`src/verilog/wgf_defines.svh`:
```
/*
 * Command codes, field positions and reset values of the write guard
 * and fault summary bank.
 * Assumes inclusion by bare name from each design file that needs it.
 */
`ifndef WGF_DEFINES_SVH
`define WGF_DEFINES_SVH

// Command codes
`define WGF_CMD_WRITE_GUARD   8'h10
`define WGF_CMD_FAULT_INDEX   8'hC0
`define WGF_CMD_STATUS_FIRST  8'hD2
`define WGF_CMD_STATUS_LAST   8'hD8
`define WGF_CMD_CLEAR_ALL     8'h03

// Field positions
`define WGF_GUARD_BIT         7
`define WGF_ALERT_BIT         7
`define WGF_STATUS_COUNT      7
`define WGF_STATUS_WIDTH      8

// Reset values
`define WGF_GUARD_RESET       1'h0
`define WGF_INDEX_RESET       8'h00
`define WGF_STATUS_RESET      8'h00
`define WGF_DATA_ZERO         8'h00
`define WGF_SEL_ZERO          3'h0

`endif

```
`src/verilog/wgf_pkg.sv`:
```
/*
 * Types shared by the write guard and fault summary bank.
 * Assumes nothing beyond a SystemVerilog compiler.
 */
package wgf_pkg;

    // One byte command from the management bus front end
    typedef struct packed {
        logic       write;
        logic [7:0] code;
        logic [7:0] wdata;
    } wgf_cmd_type;

    // Answer to one command
    typedef struct packed {
        logic       ok;
        logic [7:0] data;
    } wgf_rsp_type;

    // Decoded command
    typedef struct packed {
        logic       guard;
        logic       index;
        logic       status;
        logic [2:0] sel;
        logic       clear_all;
    } wgf_dec_type;

    typedef enum logic [1:0] {
        WGF_IDLE  = 2'b01,
        WGF_REPLY = 2'b10
    } wgf_state_type;

endpackage

```
`src/verilog/wgf_top.sv`:
```
/*
 * Write guard and fault summary bank of the power controller's
 * management command set: byte reads and writes, sticky fault flags,
 * fault index and the active-low alert pin.
 * Assumes commands come from a serial front end on CLOCK and fault
 * events from detectors on CLOCK, so neither is synchronised here.
 */
//
// Overview of operation
// - Guard, index and status commands can be read back at any time, guard or not; a clear-all read is refused.
// - With the guard bit clear, writes to all registers are taken.
// - With the guard bit set, only writes to the write guard itself are taken.
// - Any recorded fault drives the alert pin low.
// - Status registers can be read at any time without side effects.
// - Index bits 0 to 6 show which of the seven status registers hold a flag.
// - Index bit 7 shows a fault present and the alert pin held low.
// - Fault flags stay set until cleared, even when the condition ends.
// - Clear-all wipes every flag, and rewriting a status value clears those flags.
// - The fault index is eight bits and reads as zero after reset.
// - An index bit of one means its status register holds at least one flag.
`timescale 1ns/1ns
`include "wgf_defines.svh"

module wgf_top
    import wgf_pkg::*;
#(
    parameter int NUM_STATUS   = `WGF_STATUS_COUNT,
    parameter int STATUS_WIDTH = `WGF_STATUS_WIDTH
) (
    // Clock and reset
    input  wire logic                                    CLOCK,
    input  wire logic                                    RST_B,
    // Command request
    input  wire logic                                    CMD_VALID,
    output logic                                         CMD_READY,
    input  wgf_cmd_type                                  CMD,
    // Command answer
    output logic                                         RSP_VALID,
    output wgf_rsp_type                                  RSP,
    // Fault detectors
    input  wire logic [NUM_STATUS-1:0][STATUS_WIDTH-1:0] FAULT_EVT,
    // Alert pin
    output logic                                         FAULT_ALERT_N
);

    typedef struct packed {
        wgf_state_type          state;
        logic                   guard;
        logic [7:0]             index;
        wgf_rsp_type            rsp;
    } wgf_top_state_type;

    wgf_top_state_type                          top_ff;
    wgf_top_state_type                          nxt_top;
    wgf_dec_type                                dec;
    logic                                       take;
    logic                                       take_wr;
    logic                                       take_rd;
    logic                                       wr_open;
    logic [NUM_STATUS-1:0]                      clr_en;
    logic [STATUS_WIDTH-1:0]                    clr_mask;
    logic [NUM_STATUS-1:0][STATUS_WIDTH-1:0]    flags;
    logic [NUM_STATUS-1:0]                      reg_any;
    logic [7:0]                                 sel_flags;
    logic [7:0]                                 guard_byte;

    // Decode
    wgf_decode u_decode (
        .code (CMD.code),
        .dec  (dec)
    );

    // Handshake
    assign take      = CMD_VALID && (top_ff.state == WGF_IDLE);
    assign take_wr   = take && CMD.write;
    assign take_rd   = take && !CMD.write;
    assign CMD_READY = (top_ff.state == WGF_IDLE);
    assign RSP_VALID = (top_ff.state == WGF_REPLY);

    // A clearing write needs the guard open; the guard command never does
    assign wr_open = take_wr && !top_ff.guard;

    // Clear-all uses a full mask; a rewrite clears the bits written as one
    always_comb begin
        clr_mask = dec.clear_all ? '1 : CMD.wdata[STATUS_WIDTH-1:0];
        for (int i = 0; i < NUM_STATUS; i++) begin
            clr_en[i] = wr_open && (dec.clear_all || (dec.status && (dec.sel == 3'(i))));
        end
    end

    // Sticky status registers
    genvar g;
    generate
        for (g = 0; g < NUM_STATUS; g++) begin : g_status
            wgf_fault_reg #(
                .WIDTH (STATUS_WIDTH)
            ) u_fault_reg (
                .clk      (CLOCK),
                .rst_b    (RST_B),
                .set_evt  (FAULT_EVT[g]),
                .clr_en   (clr_en[g]),
                .clr_mask (clr_mask),
                .flags    (flags[g]),
                .any      (reg_any[g])
            );
        end
    endgenerate

    // Read data sources
    always_comb begin
        sel_flags  = `WGF_DATA_ZERO;
        guard_byte = `WGF_DATA_ZERO;
        guard_byte[`WGF_GUARD_BIT] = top_ff.guard;
        if (dec.status) begin
            sel_flags[STATUS_WIDTH-1:0] = flags[dec.sel];
        end
    end

    // Next state
    always_comb begin
        nxt_top = top_ff;

        // Index follows the flags; bit 7 rides with the alert pin
        nxt_top.index = `WGF_INDEX_RESET;
        nxt_top.index[NUM_STATUS-1:0] = reg_any;
        nxt_top.index[`WGF_ALERT_BIT] = |reg_any;

        case (top_ff.state)
            WGF_IDLE: begin
                if (take) begin
                    nxt_top.state    = WGF_REPLY;
                    nxt_top.rsp.ok   = 1'b0;
                    nxt_top.rsp.data = `WGF_DATA_ZERO;
                    if (CMD.write) begin
                        if (dec.guard) begin
                            // Always writable so protection can be lifted
                            nxt_top.guard  = CMD.wdata[`WGF_GUARD_BIT];
                            nxt_top.rsp.ok = 1'b1;
                        end else if (top_ff.guard) begin
                            nxt_top.rsp.ok = 1'b0;
                        end else begin
                            // Index is derived, so a write to it changes nothing
                            nxt_top.rsp.ok = dec.index || dec.status || dec.clear_all;
                        end
                    end else begin
                        if (dec.guard) begin
                            nxt_top.rsp.ok   = 1'b1;
                            nxt_top.rsp.data = guard_byte;
                        end else if (dec.index) begin
                            nxt_top.rsp.ok   = 1'b1;
                            nxt_top.rsp.data = top_ff.index;
                        end else if (dec.status) begin
                            nxt_top.rsp.ok   = 1'b1;
                            nxt_top.rsp.data = sel_flags;
                        end else begin
                            nxt_top.rsp.ok   = 1'b0;
                            nxt_top.rsp.data = `WGF_DATA_ZERO;
                        end
                    end
                end
            end
            WGF_REPLY: begin
                nxt_top.state = WGF_IDLE;
            end
            default: begin
                nxt_top.state = WGF_IDLE;
            end
        endcase
    end

    // Registers
    always_ff @(posedge CLOCK) begin
        if (!RST_B) begin
            top_ff.state    <= WGF_IDLE;
            top_ff.guard    <= `WGF_GUARD_RESET;
            top_ff.index    <= `WGF_INDEX_RESET;
            top_ff.rsp.ok   <= 1'b0;
            top_ff.rsp.data <= `WGF_DATA_ZERO;
        end else begin
            top_ff <= nxt_top;
        end
    end

    assign RSP = top_ff.rsp;

    // Pin mirrors index bit 7 so the two never disagree
    assign FAULT_ALERT_N = !top_ff.index[`WGF_ALERT_BIT];

    // Checks

    AST_READ_INDEX: assert property (@(posedge CLOCK) disable iff (!RST_B)
        (take_rd && dec.index) |=> (RSP_VALID && RSP.ok && (RSP.data == $past(top_ff.index))))
        else $error("Index read did not return the index");

    AST_WRITE_OPEN: assert property (@(posedge CLOCK) disable iff (!RST_B)
        (take_wr && !top_ff.guard && dec.status) |=> (RSP_VALID && RSP.ok))
        else $error("Open write to a status register refused");

    AST_WRITE_BLOCKED: assert property (@(posedge CLOCK) disable iff (!RST_B)
        (take_wr && top_ff.guard && !dec.guard) |-> ((clr_en == '0) ##1 (RSP_VALID && !RSP.ok)))
        else $error("Guarded write was not ignored");

    AST_GUARD_WRITE: assert property (@(posedge CLOCK) disable iff (!RST_B)
        (take_wr && dec.guard) |=> (top_ff.guard == $past(CMD.wdata[`WGF_GUARD_BIT])))
        else $error("Guard write not taken");

    AST_GUARD_RESERVED: assert property (@(posedge CLOCK) disable iff (!RST_B)
        (take_rd && dec.guard) |=> (RSP.data[6:0] == 7'h00 && RSP.data[7] == top_ff.guard))
        else $error("Guard reserved bits not zero");

    AST_ALERT_ON_FAULT: assert property (@(posedge CLOCK) disable iff (!RST_B)
        (|FAULT_EVT) |-> ##2 (!FAULT_ALERT_N && top_ff.index[`WGF_ALERT_BIT]))
        else $error("Fault did not pull the alert pin low");

    AST_INDEX_MAP: assert property (@(posedge CLOCK) disable iff (!RST_B)
        1'b1 |=> (top_ff.index[NUM_STATUS-1:0] == $past(reg_any)))
        else $error("Index bits do not follow the status registers");

    AST_STATUS_READ: assert property (@(posedge CLOCK) disable iff (!RST_B)
        (take_rd && dec.status) |-> ((clr_en == '0) ##1 (RSP.ok && RSP.data == $past(sel_flags))))
        else $error("Status read wrong or disturbed the flags");

    AST_CLEAR_ALL: assert property (@(posedge CLOCK) disable iff (!RST_B)
        (take_wr && dec.clear_all && !top_ff.guard && (FAULT_EVT == '0)) |-> ##2 FAULT_ALERT_N)
        else $error("Clear-all left the alert pin low");

    AST_REWRITE_CLEAR: assert property (@(posedge CLOCK) disable iff (!RST_B)
        (wr_open && dec.status && (CMD.wdata == flags[dec.sel]) && (FAULT_EVT[dec.sel] == '0))
        |=> (flags[$past(dec.sel)] == '0))
        else $error("Rewrite did not clear the status register");

    AST_ALERT_RELEASE: assert property (@(posedge CLOCK) disable iff (!RST_B)
        (reg_any == '0) |=> (FAULT_ALERT_N && top_ff.index == `WGF_INDEX_RESET))
        else $error("Alert pin held with no flags set");

    // Reset values are checked with reset active, so no disable here
    AST_RESET_STATE: assert property (@(posedge CLOCK)
        !RST_B |=> (top_ff.index == `WGF_INDEX_RESET && !top_ff.guard && FAULT_ALERT_N))
        else $error("Reset state wrong");

    AST_READY_IN_ANSWER: assert property (@(posedge CLOCK) disable iff (!RST_B)
        RSP_VALID |-> !CMD_READY)
        else $error("Ready high during answer");

    AST_ANSWER_ONCE: assert property (@(posedge CLOCK) disable iff (!RST_B)
        take |=> (RSP_VALID ##1 !RSP_VALID))
        else $error("Answer strobe not a single cycle");

    AST_READ_GUARDED: assert property (@(posedge CLOCK) disable iff (!RST_B)
        (take_rd && top_ff.guard && (dec.guard || dec.index || dec.status)) |=> RSP.ok)
        else $error("Read refused while guarded");

    AST_UNKNOWN_REFUSED: assert property (@(posedge CLOCK) disable iff (!RST_B)
        (take && !(dec.guard || dec.index || dec.status || dec.clear_all))
        |=> (RSP_VALID && !RSP.ok && RSP.data == `WGF_DATA_ZERO))
        else $error("Unknown command not refused");

    AST_GUARD_HOLD: assert property (@(posedge CLOCK) disable iff (!RST_B)
        !(take_wr && dec.guard) |=> $stable(top_ff.guard))
        else $error("Guard changed without a guard write");

    AST_GUARDED_NO_CLEAR: assert property (@(posedge CLOCK) disable iff (!RST_B)
        top_ff.guard |-> (clr_en == '0))
        else $error("Clear enabled while guarded");

    AST_INDEX_WRITE_NOP: assert property (@(posedge CLOCK) disable iff (!RST_B)
        (take_wr && dec.index) |-> (clr_en == '0))
        else $error("Index write touched the flags");

    AST_ALERT_BIT: assert property (@(posedge CLOCK) disable iff (!RST_B)
        top_ff.index[`WGF_ALERT_BIT] == (|top_ff.index[NUM_STATUS-1:0]))
        else $error("Index bit 7 disagrees with the index bits");

    AST_INDEX_STICKY: assert property (@(posedge CLOCK) disable iff (!RST_B)
        (clr_en == '0) |=> ((reg_any & $past(reg_any)) == $past(reg_any)))
        else $error("Index bit dropped without a clear");

    AST_CLEAR_ALL_FLAGS: assert property (@(posedge CLOCK) disable iff (!RST_B)
        (wr_open && dec.clear_all && (FAULT_EVT == '0)) |=> (reg_any == '0))
        else $error("Clear-all left flags set");

    AST_REWRITE_ENABLE: assert property (@(posedge CLOCK) disable iff (!RST_B)
        (wr_open && dec.status) |-> clr_en[dec.sel])
        else $error("Open status rewrite did not enable a clear");

endmodule

```
`src/verilog/wgf_decode.sv`:
```
/*
 * Command code decoder for the fault summary bank.
 * Assumes a command code valid in the same cycle; purely combinational.
 */
`timescale 1ns/1ns
`include "wgf_defines.svh"

module wgf_decode
    import wgf_pkg::*;
(
    // Command code
    input  wire logic [7:0]  code,
    // Decoded fields
    output wgf_dec_type      dec
);

    logic [7:0] offset;

    always_comb begin
        offset        = code - `WGF_CMD_STATUS_FIRST;
        dec.guard     = (code == `WGF_CMD_WRITE_GUARD);
        dec.index     = (code == `WGF_CMD_FAULT_INDEX);
        dec.status    = (code >= `WGF_CMD_STATUS_FIRST) && (code <= `WGF_CMD_STATUS_LAST);
        dec.sel       = offset[2:0];
        dec.clear_all = (code == `WGF_CMD_CLEAR_ALL);
    end

endmodule

```
`src/verilog/wgf_fault_reg.sv`:
```
/*
 * One sticky fault status register.
 * Assumes set events on the same clock; clearing is gated by the caller.
 */
`timescale 1ns/1ns
`include "wgf_defines.svh"

module wgf_fault_reg
    import wgf_pkg::*;
#(
    parameter int WIDTH = `WGF_STATUS_WIDTH
) (
    // Clock and reset
    input  wire logic              clk,
    input  wire logic              rst_b,
    // Fault events and clearing
    input  wire logic [WIDTH-1:0]  set_evt,
    input  wire logic              clr_en,
    input  wire logic [WIDTH-1:0]  clr_mask,
    // Stored flags
    output logic      [WIDTH-1:0]  flags,
    output logic                   any
);

    typedef struct packed {
        logic [WIDTH-1:0] flags;
    } wgf_flag_state_type;

    wgf_flag_state_type flag_ff;
    wgf_flag_state_type nxt_flag;

    // Set wins over a clear in the same cycle
    always_comb begin
        nxt_flag       = flag_ff;
        nxt_flag.flags = (flag_ff.flags & ~(clr_en ? clr_mask : '0)) | set_evt;
    end

    always_ff @(posedge clk) begin
        if (!rst_b) begin
            flag_ff.flags <= '0;
        end else begin
            flag_ff <= nxt_flag;
        end
    end

    assign flags = flag_ff.flags;
    assign any   = |flag_ff.flags;

    AST_FLAG_STICKY: assert property (@(posedge clk) disable iff (!rst_b)
        !clr_en |=> ((flags & $past(flags)) == $past(flags)))
        else $error("Fault flag dropped without a clear");

endmodule

```
`config.mk`:
```
export PLATFORM = sky130hd
export DESIGN_NAME = wgf_top
export DESIGN_NICKNAME = d
export VERILOG_FILES = /design/src/verilog/wgf_pkg.sv /design/src/verilog/wgf_top.sv /design/src/verilog/wgf_decode.sv /design/src/verilog/wgf_fault_reg.sv
export VERILOG_INCLUDE_DIRS = /design/src /design/src/verilog
export SDC_FILE = /design/constraint.sdc
export NUM_CORES = 1
export LEC_CHECK = 0
export BUFFER_PORTS_ARGS = -buffer_cell sky130_fd_sc_hd__clkbuf_2
export CORE_ASPECT_RATIO = 0.7
export CORE_MARGIN = 5
export CORE_UTILIZATION = 53
export DETAILED_ROUTE_END_ITERATION = 10
export PLACE_DENSITY = 0.8
export SLEW_MARGIN = 10
export SYNTH_ARGS = -nofsm -noshare
export SYNTH_HDL_FRONTEND = slang
export SYNTH_HIERARCHICAL = 1
export SYNTH_SLANG_ARGS = --single-unit
```
`constraint.sdc`:
```
create_clock -name CLOCK -period 2.6 [get_ports CLOCK]
set_input_delay 0.26 -clock CLOCK [delete_from_list [all_inputs] [get_ports CLOCK]]
set_output_delay 0.26 -clock CLOCK [all_outputs]
set_load 0.05 [all_outputs]
```
# == Yosys cells after proc, flatten, opt, wreduce, memory -nomap -nowiden ==
# Index checks and enable logic that the tools add are counted.
# word_totals
elab_cells,106
latchBits,0
ram_bits,0
mem_count,0
out_inout_bits,12
romBits,0
inputBits,76
ff_bits,76
# classes
magnitude_cmp,3
n_bitwise,21
n_mul,0
n_addsub,1
n_reduce_logical,41
shifts,0
eq_ne,11
div,0
mux,17
# ops
op,count
8-bit two-way mux,10
8-bit bitwise AND,7
8-bit NOT,7
8-bit OR,7
56-bit OR reduction,1
8-bit OR reduction,7
9-bit two-way mux,3
8-bit binary-select mux with 3-bit select,1
1-bit logical AND,18
3-bit equality test (second input constant),3
1-bit logical OR,9
8-bit by 2-bit equality test with 1-bit output (second input constant),1
8-bit by 5-bit equality test with 1-bit output (second input constant),1
8-bit equality test (second input constant),1
8-bit >= comparator (second input constant),1
8-bit less-or-equal comparator (second input constant),1
3-bit by 2-bit equality test with 1-bit output (second input constant),2
3-bit by 4-bit less-than comparator with 1-bit output (second input constant),1
2-bit AND reduction,2
4-bit AND reduction,1
3-bit by 1-bit equality test with 1-bit output (second input constant),1
3-bit zero test,1
1-bit two-way mux,3
3-bit by 2-bit subtractor with 3-bit output (second input constant),1
3 further kinds,4

# == Depth between registers and ports, before layout ==
# logic_depth
ltp_word,9
mapped_depth,9
mapped_depth_nobuf,8

# == Hierarchy ==
# Netlist, hierarchy kept.
# modules_own_cells
mod,cells_each,seq_area_each_um2,area_per_inst_um2,n_inst
wgf_fault_reg,36,160.2,301.5,7
wgf_top,162,400.4,1441.4,1
wgf_decode,17,0.0,123.9,1

# == Worst setup path after synthesis ==
# Ideal clock, no wire load.
# synth_path
path_kind,input-to-reg
start,input port CMD[11] (netlist name)
end,"register, netlist name g_status[6].u_fault_reg/flags[0]"
setup_time_ns,0.125
setup_slack_ns,0.633
cell_stages,7
path_buffers,2
t_arrival_ns,1.842
required_time_ns,2.475
cell_sequence,or4_4 > nor4_2 > clkbuf_1 > a41oi_1 > nor2_1 > clkbuf_2 > a31oi_1
# synth_rtl
item,line_no,rtl
from (decl),wgf_top.sv:36,"input wgf_cmd_type CMD,"

==> results.sh <==
export IMPL_drtPass1Iterations=5
export IMPL_nets=592
export IMPL_wl_um=11000
export IMPL_yosysWarnings=6
export IMPL_hp_class="input pin to flop"
export IMPL_synthCells=431
export IMPL_timing_final_hold_violations=0
export IMPL_grt_pass1_vias=3415
export IMPL_synth_async_reset_ratio_pct=0
export IMPL_grt_overflow=0
export IMPL_grt_pass1_wl_um=17000
export IMPL_crit_required_ps=2810
export IMPL_outcome="completed"
export IMPL_yosysSeqAreaShare_pct=41.4
export IMPL_clock_latency_ps=350
export IMPL_worstPathMaxFanout=8
export IMPL_timing_final_crit_share_pct=77.1
export IMPL_fin_crit_ps=2000
export IMPL_cts_buffers=9
export IMPL_cts_sinks=76
export IMPL_power_leakage_nw=2.01
export IMPL_synth_top_area_share_pct=41.4
export IMPL_dieArea_um2=8730
export IMPL_dieWidth_um=110
export IMPL_rsz0062_at_grt="no"
export IMPL_core_area_um2=6760
export IMPL_ios=88
export IMPL_antenna_found_initial=0
export IMPL_vias_per_cell=5.99
export IMPL_drv_cap=0
export IMPL_cts_hold_buf=0
export IMPL_syn_nets=508
export IMPL_relSlewSlack_pct=53.6
export IMPL_initial_core_util_pct=54.4
export IMPL_ctsResizeCount=0
export IMPL_timing_fmax_mhz=499
export IMPL_tightest_slew_ps=693
export IMPL_cts_setup_buffers=0
export IMPL_n_antenna_cell=0
export IMPL_cts_root_buf="clkbuf_8"
export IMPL_via_count=3676
export IMPL_route_detailed_wl_per_inst_um=17.9
export IMPL_ys_seq_elements=76
export IMPL_postRouteAntennaNets=0
export IMPL_htreeDepth=3
export IMPL_ir_worst_vdd_v=0.000360
export IMPL_yosysTopAreaCell="dfxtp_1"
export IMPL_criticalPathCategory="input pin to flop"
export IMPL_synth_area_um2=3680
export IMPL_utilization_pct=64.0
export IMPL_mostFrequentLayoutCells="87 x clkbuf_2, 76 x dfxtp_1, 63 x inv_1, 61 x a31oi_1, 58 x o21ai_0"
export IMPL_grt_start_max_net_pins=38
export IMPL_post_route_drc_count=0
export IMPL_skew_ps=5.66
export IMPL_critPathLaunchType="input pin"
export IMPL_cp_arrival_ps=2210
export IMPL_tns_ps=0
export IMPL_ys_top_cells_by_area="dfxtp_1 41%, a31oi_1 10%, o21ai_0 7.9%, mux2i_1 6.5%, inv_1 6.4%"
export IMPL_die_h_um=79.7
export IMPL_ys_flop_type="dfxtp_1"
export IMPL_synth_area_per_cell_um2=8.53
export IMPL_drive_gt1_share_pct=26.7
export IMPL_drt_initial_drc_count=278
export IMPL_setup_violations=0
export IMPL_synth_edf_count=0
export IMPL_dpl_hpwl_um=8100
export IMPL_cts_tree="done"
export IMPL_fill_cells=619
export IMPL_rows=25
export IMPL_p_per_area_nw_per_um2=568
export IMPL_area_delta_synth_final_pct=17.6
export IMPL_path_clk_slew_ps=70
export IMPL_clock_path_buffers=2
export IMPL_gp_congestion=0.917
export IMPL_yosysUniqueCellTypes=38
export IMPL_portBuffers=87
export IMPL_grt_use_total_pct=25.4
export IMPL_critPathCaptureType="flop"
export IMPL_final_common_cell="clkbuf_2"
export IMPL_slew_violations=0
==> stage by stage <==
| step | worst slack [ps] | instances | hold slack (ps) | area [µm²] | power (W) |
|---|---|---|---|---|---|
| 3_5_place_dp | 282 | 598 | 512 | 4160 | 0.00167 |
| 4_1_cts | 642 | 614 | 138 | 4320 | 0.00245 |
| 2_1_floorplan | 633 | 431 | 395 | 3680 | 0.00151 |
| 6_report | 595 | 614 | 143 | 4320 | 0.00245 |
| 5_1_grt | 439 | 614 | 138 | 4320 | 0.00255 |
| 3_3_place_gp | 394 | 598 | 506 | 4160 | 0.00166 |
==> final timing paths <==
path / endpoint / cells past startpoint / slack [ps] / startpoint
setup / recovery: g_status[5].u_fault_reg/flags[2]$_SDFF_PN0_ / 9 / 600 / CMD[9]
setup reg to reg: g_status[6].u_fault_reg/flags[7]$_SDFF_PN0_ / 4 / 740 / top_ff[18]$_SDFFE_PN1N_
hold reg to reg: RSP[8]$_SDFFE_PN0P_ / 2 / 550 / RSP[8]$_SDFFE_PN0P_
hold / removal: g_status[2].u_fault_reg/flags[6]$_SDFF_PN0_ / 3 / 140 / FAULT_EVT[22]
==> flip-flops by register name (all words and copies together) (netlist names) <==
register and flops:
top_ff 10, RSP 9, g_status.u_fault_reg/flags 56, guard_byte 1
==> area by class of cell <==
type | count | area [µm²] | share of cell area (%)
clock buffer | 14 | 153 | 3.53
timing repair buffer | 98 | 518 | 12.0
clock inverter | 2 | 10.0 | 0.232
inverter | 63 | 236 | 5.47
tap | 94 | 118 | 2.72
multi-input combinational | 267 | 1770 | 40.9
sequential | 76 | 1520 | 35.2
==> cell usage after synthesis (2+ instances only) <==
| cell | instances |
|---|---|
| a211oi_1 | 2 |
| a21oi_1 | 7 |
| a22o_1 | 7 |
| a22oi_1 | 7 |
| a31o_2 | 7 |
| a31oi_1 | 61 |
| and2_2 | 7 |
| buf_4 | 13 |
| clkbuf_1 | 4 |
| clkbuf_2 | 7 |
| dfxtp_1 | 76 |
| inv_1 | 63 |
| mux2i_1 | 24 |
| nand2_1 | 17 |
| nand2b_1 | 2 |
| nand3b_1 | 3 |
| nor2_1 | 12 |
| nor2b_1 | 5 |
| nor3_1 | 2 |
| nor4_1 | 16 |
| nor4_2 | 2 |
| o211ai_1 | 7 |
| o21ai_0 | 58 |
| or2_2 | 8 |
==> cell families (layout without fill, tap and decap cells) <==
| kind of cell | count (synthesis) | after routing | share of synthesized area [%] |
|---|---|---|---|
| multiplexers | 25 | 25 | 7.15 |
| buffers and inverters | 88 | 177 | 10.6 |
| flip-flops | 76 | 76 | 41.4 |
| AO/OA/AOI/OAI | 158 | 158 | 26.3 |
| AND/OR/NAND/NOR | 83 | 83 | 14.2 |
| adder cells (fa/ha/maj) | 1 | 1 | 0.340 |
==> critical path, cell delays in order <==
cell and delay (ps):
clkbuf_2 120, inv_1 90, ha_1 150, nand3b_1 70
a211oi_1 450, nor2b_1 330, a31oi_1 120, nor2_1 460
a31oi_1 150
==> per-layer routing <==
layer  global-route usage [%]  share of wire (%)  vias to the layer above
li1                         -                  -                     1729
met1                     34.8                 43                     1701
met2                     38.2                 43                      224
met3                     9.54                 12                       22
met4                     5.11                1.3                        0
met5                        0                  0                        -
==> where the power goes <==
group	internal [W]	total, W	switching [W]
Sequential	0.00124	0.00130	0.0000592
Clock	0.000372	0.000793	0.000421
Combinational	0.000148	0.000362	0.000214
Total	0.00176	0.00245	0.000695
Power figures use the tool's default switching activity.
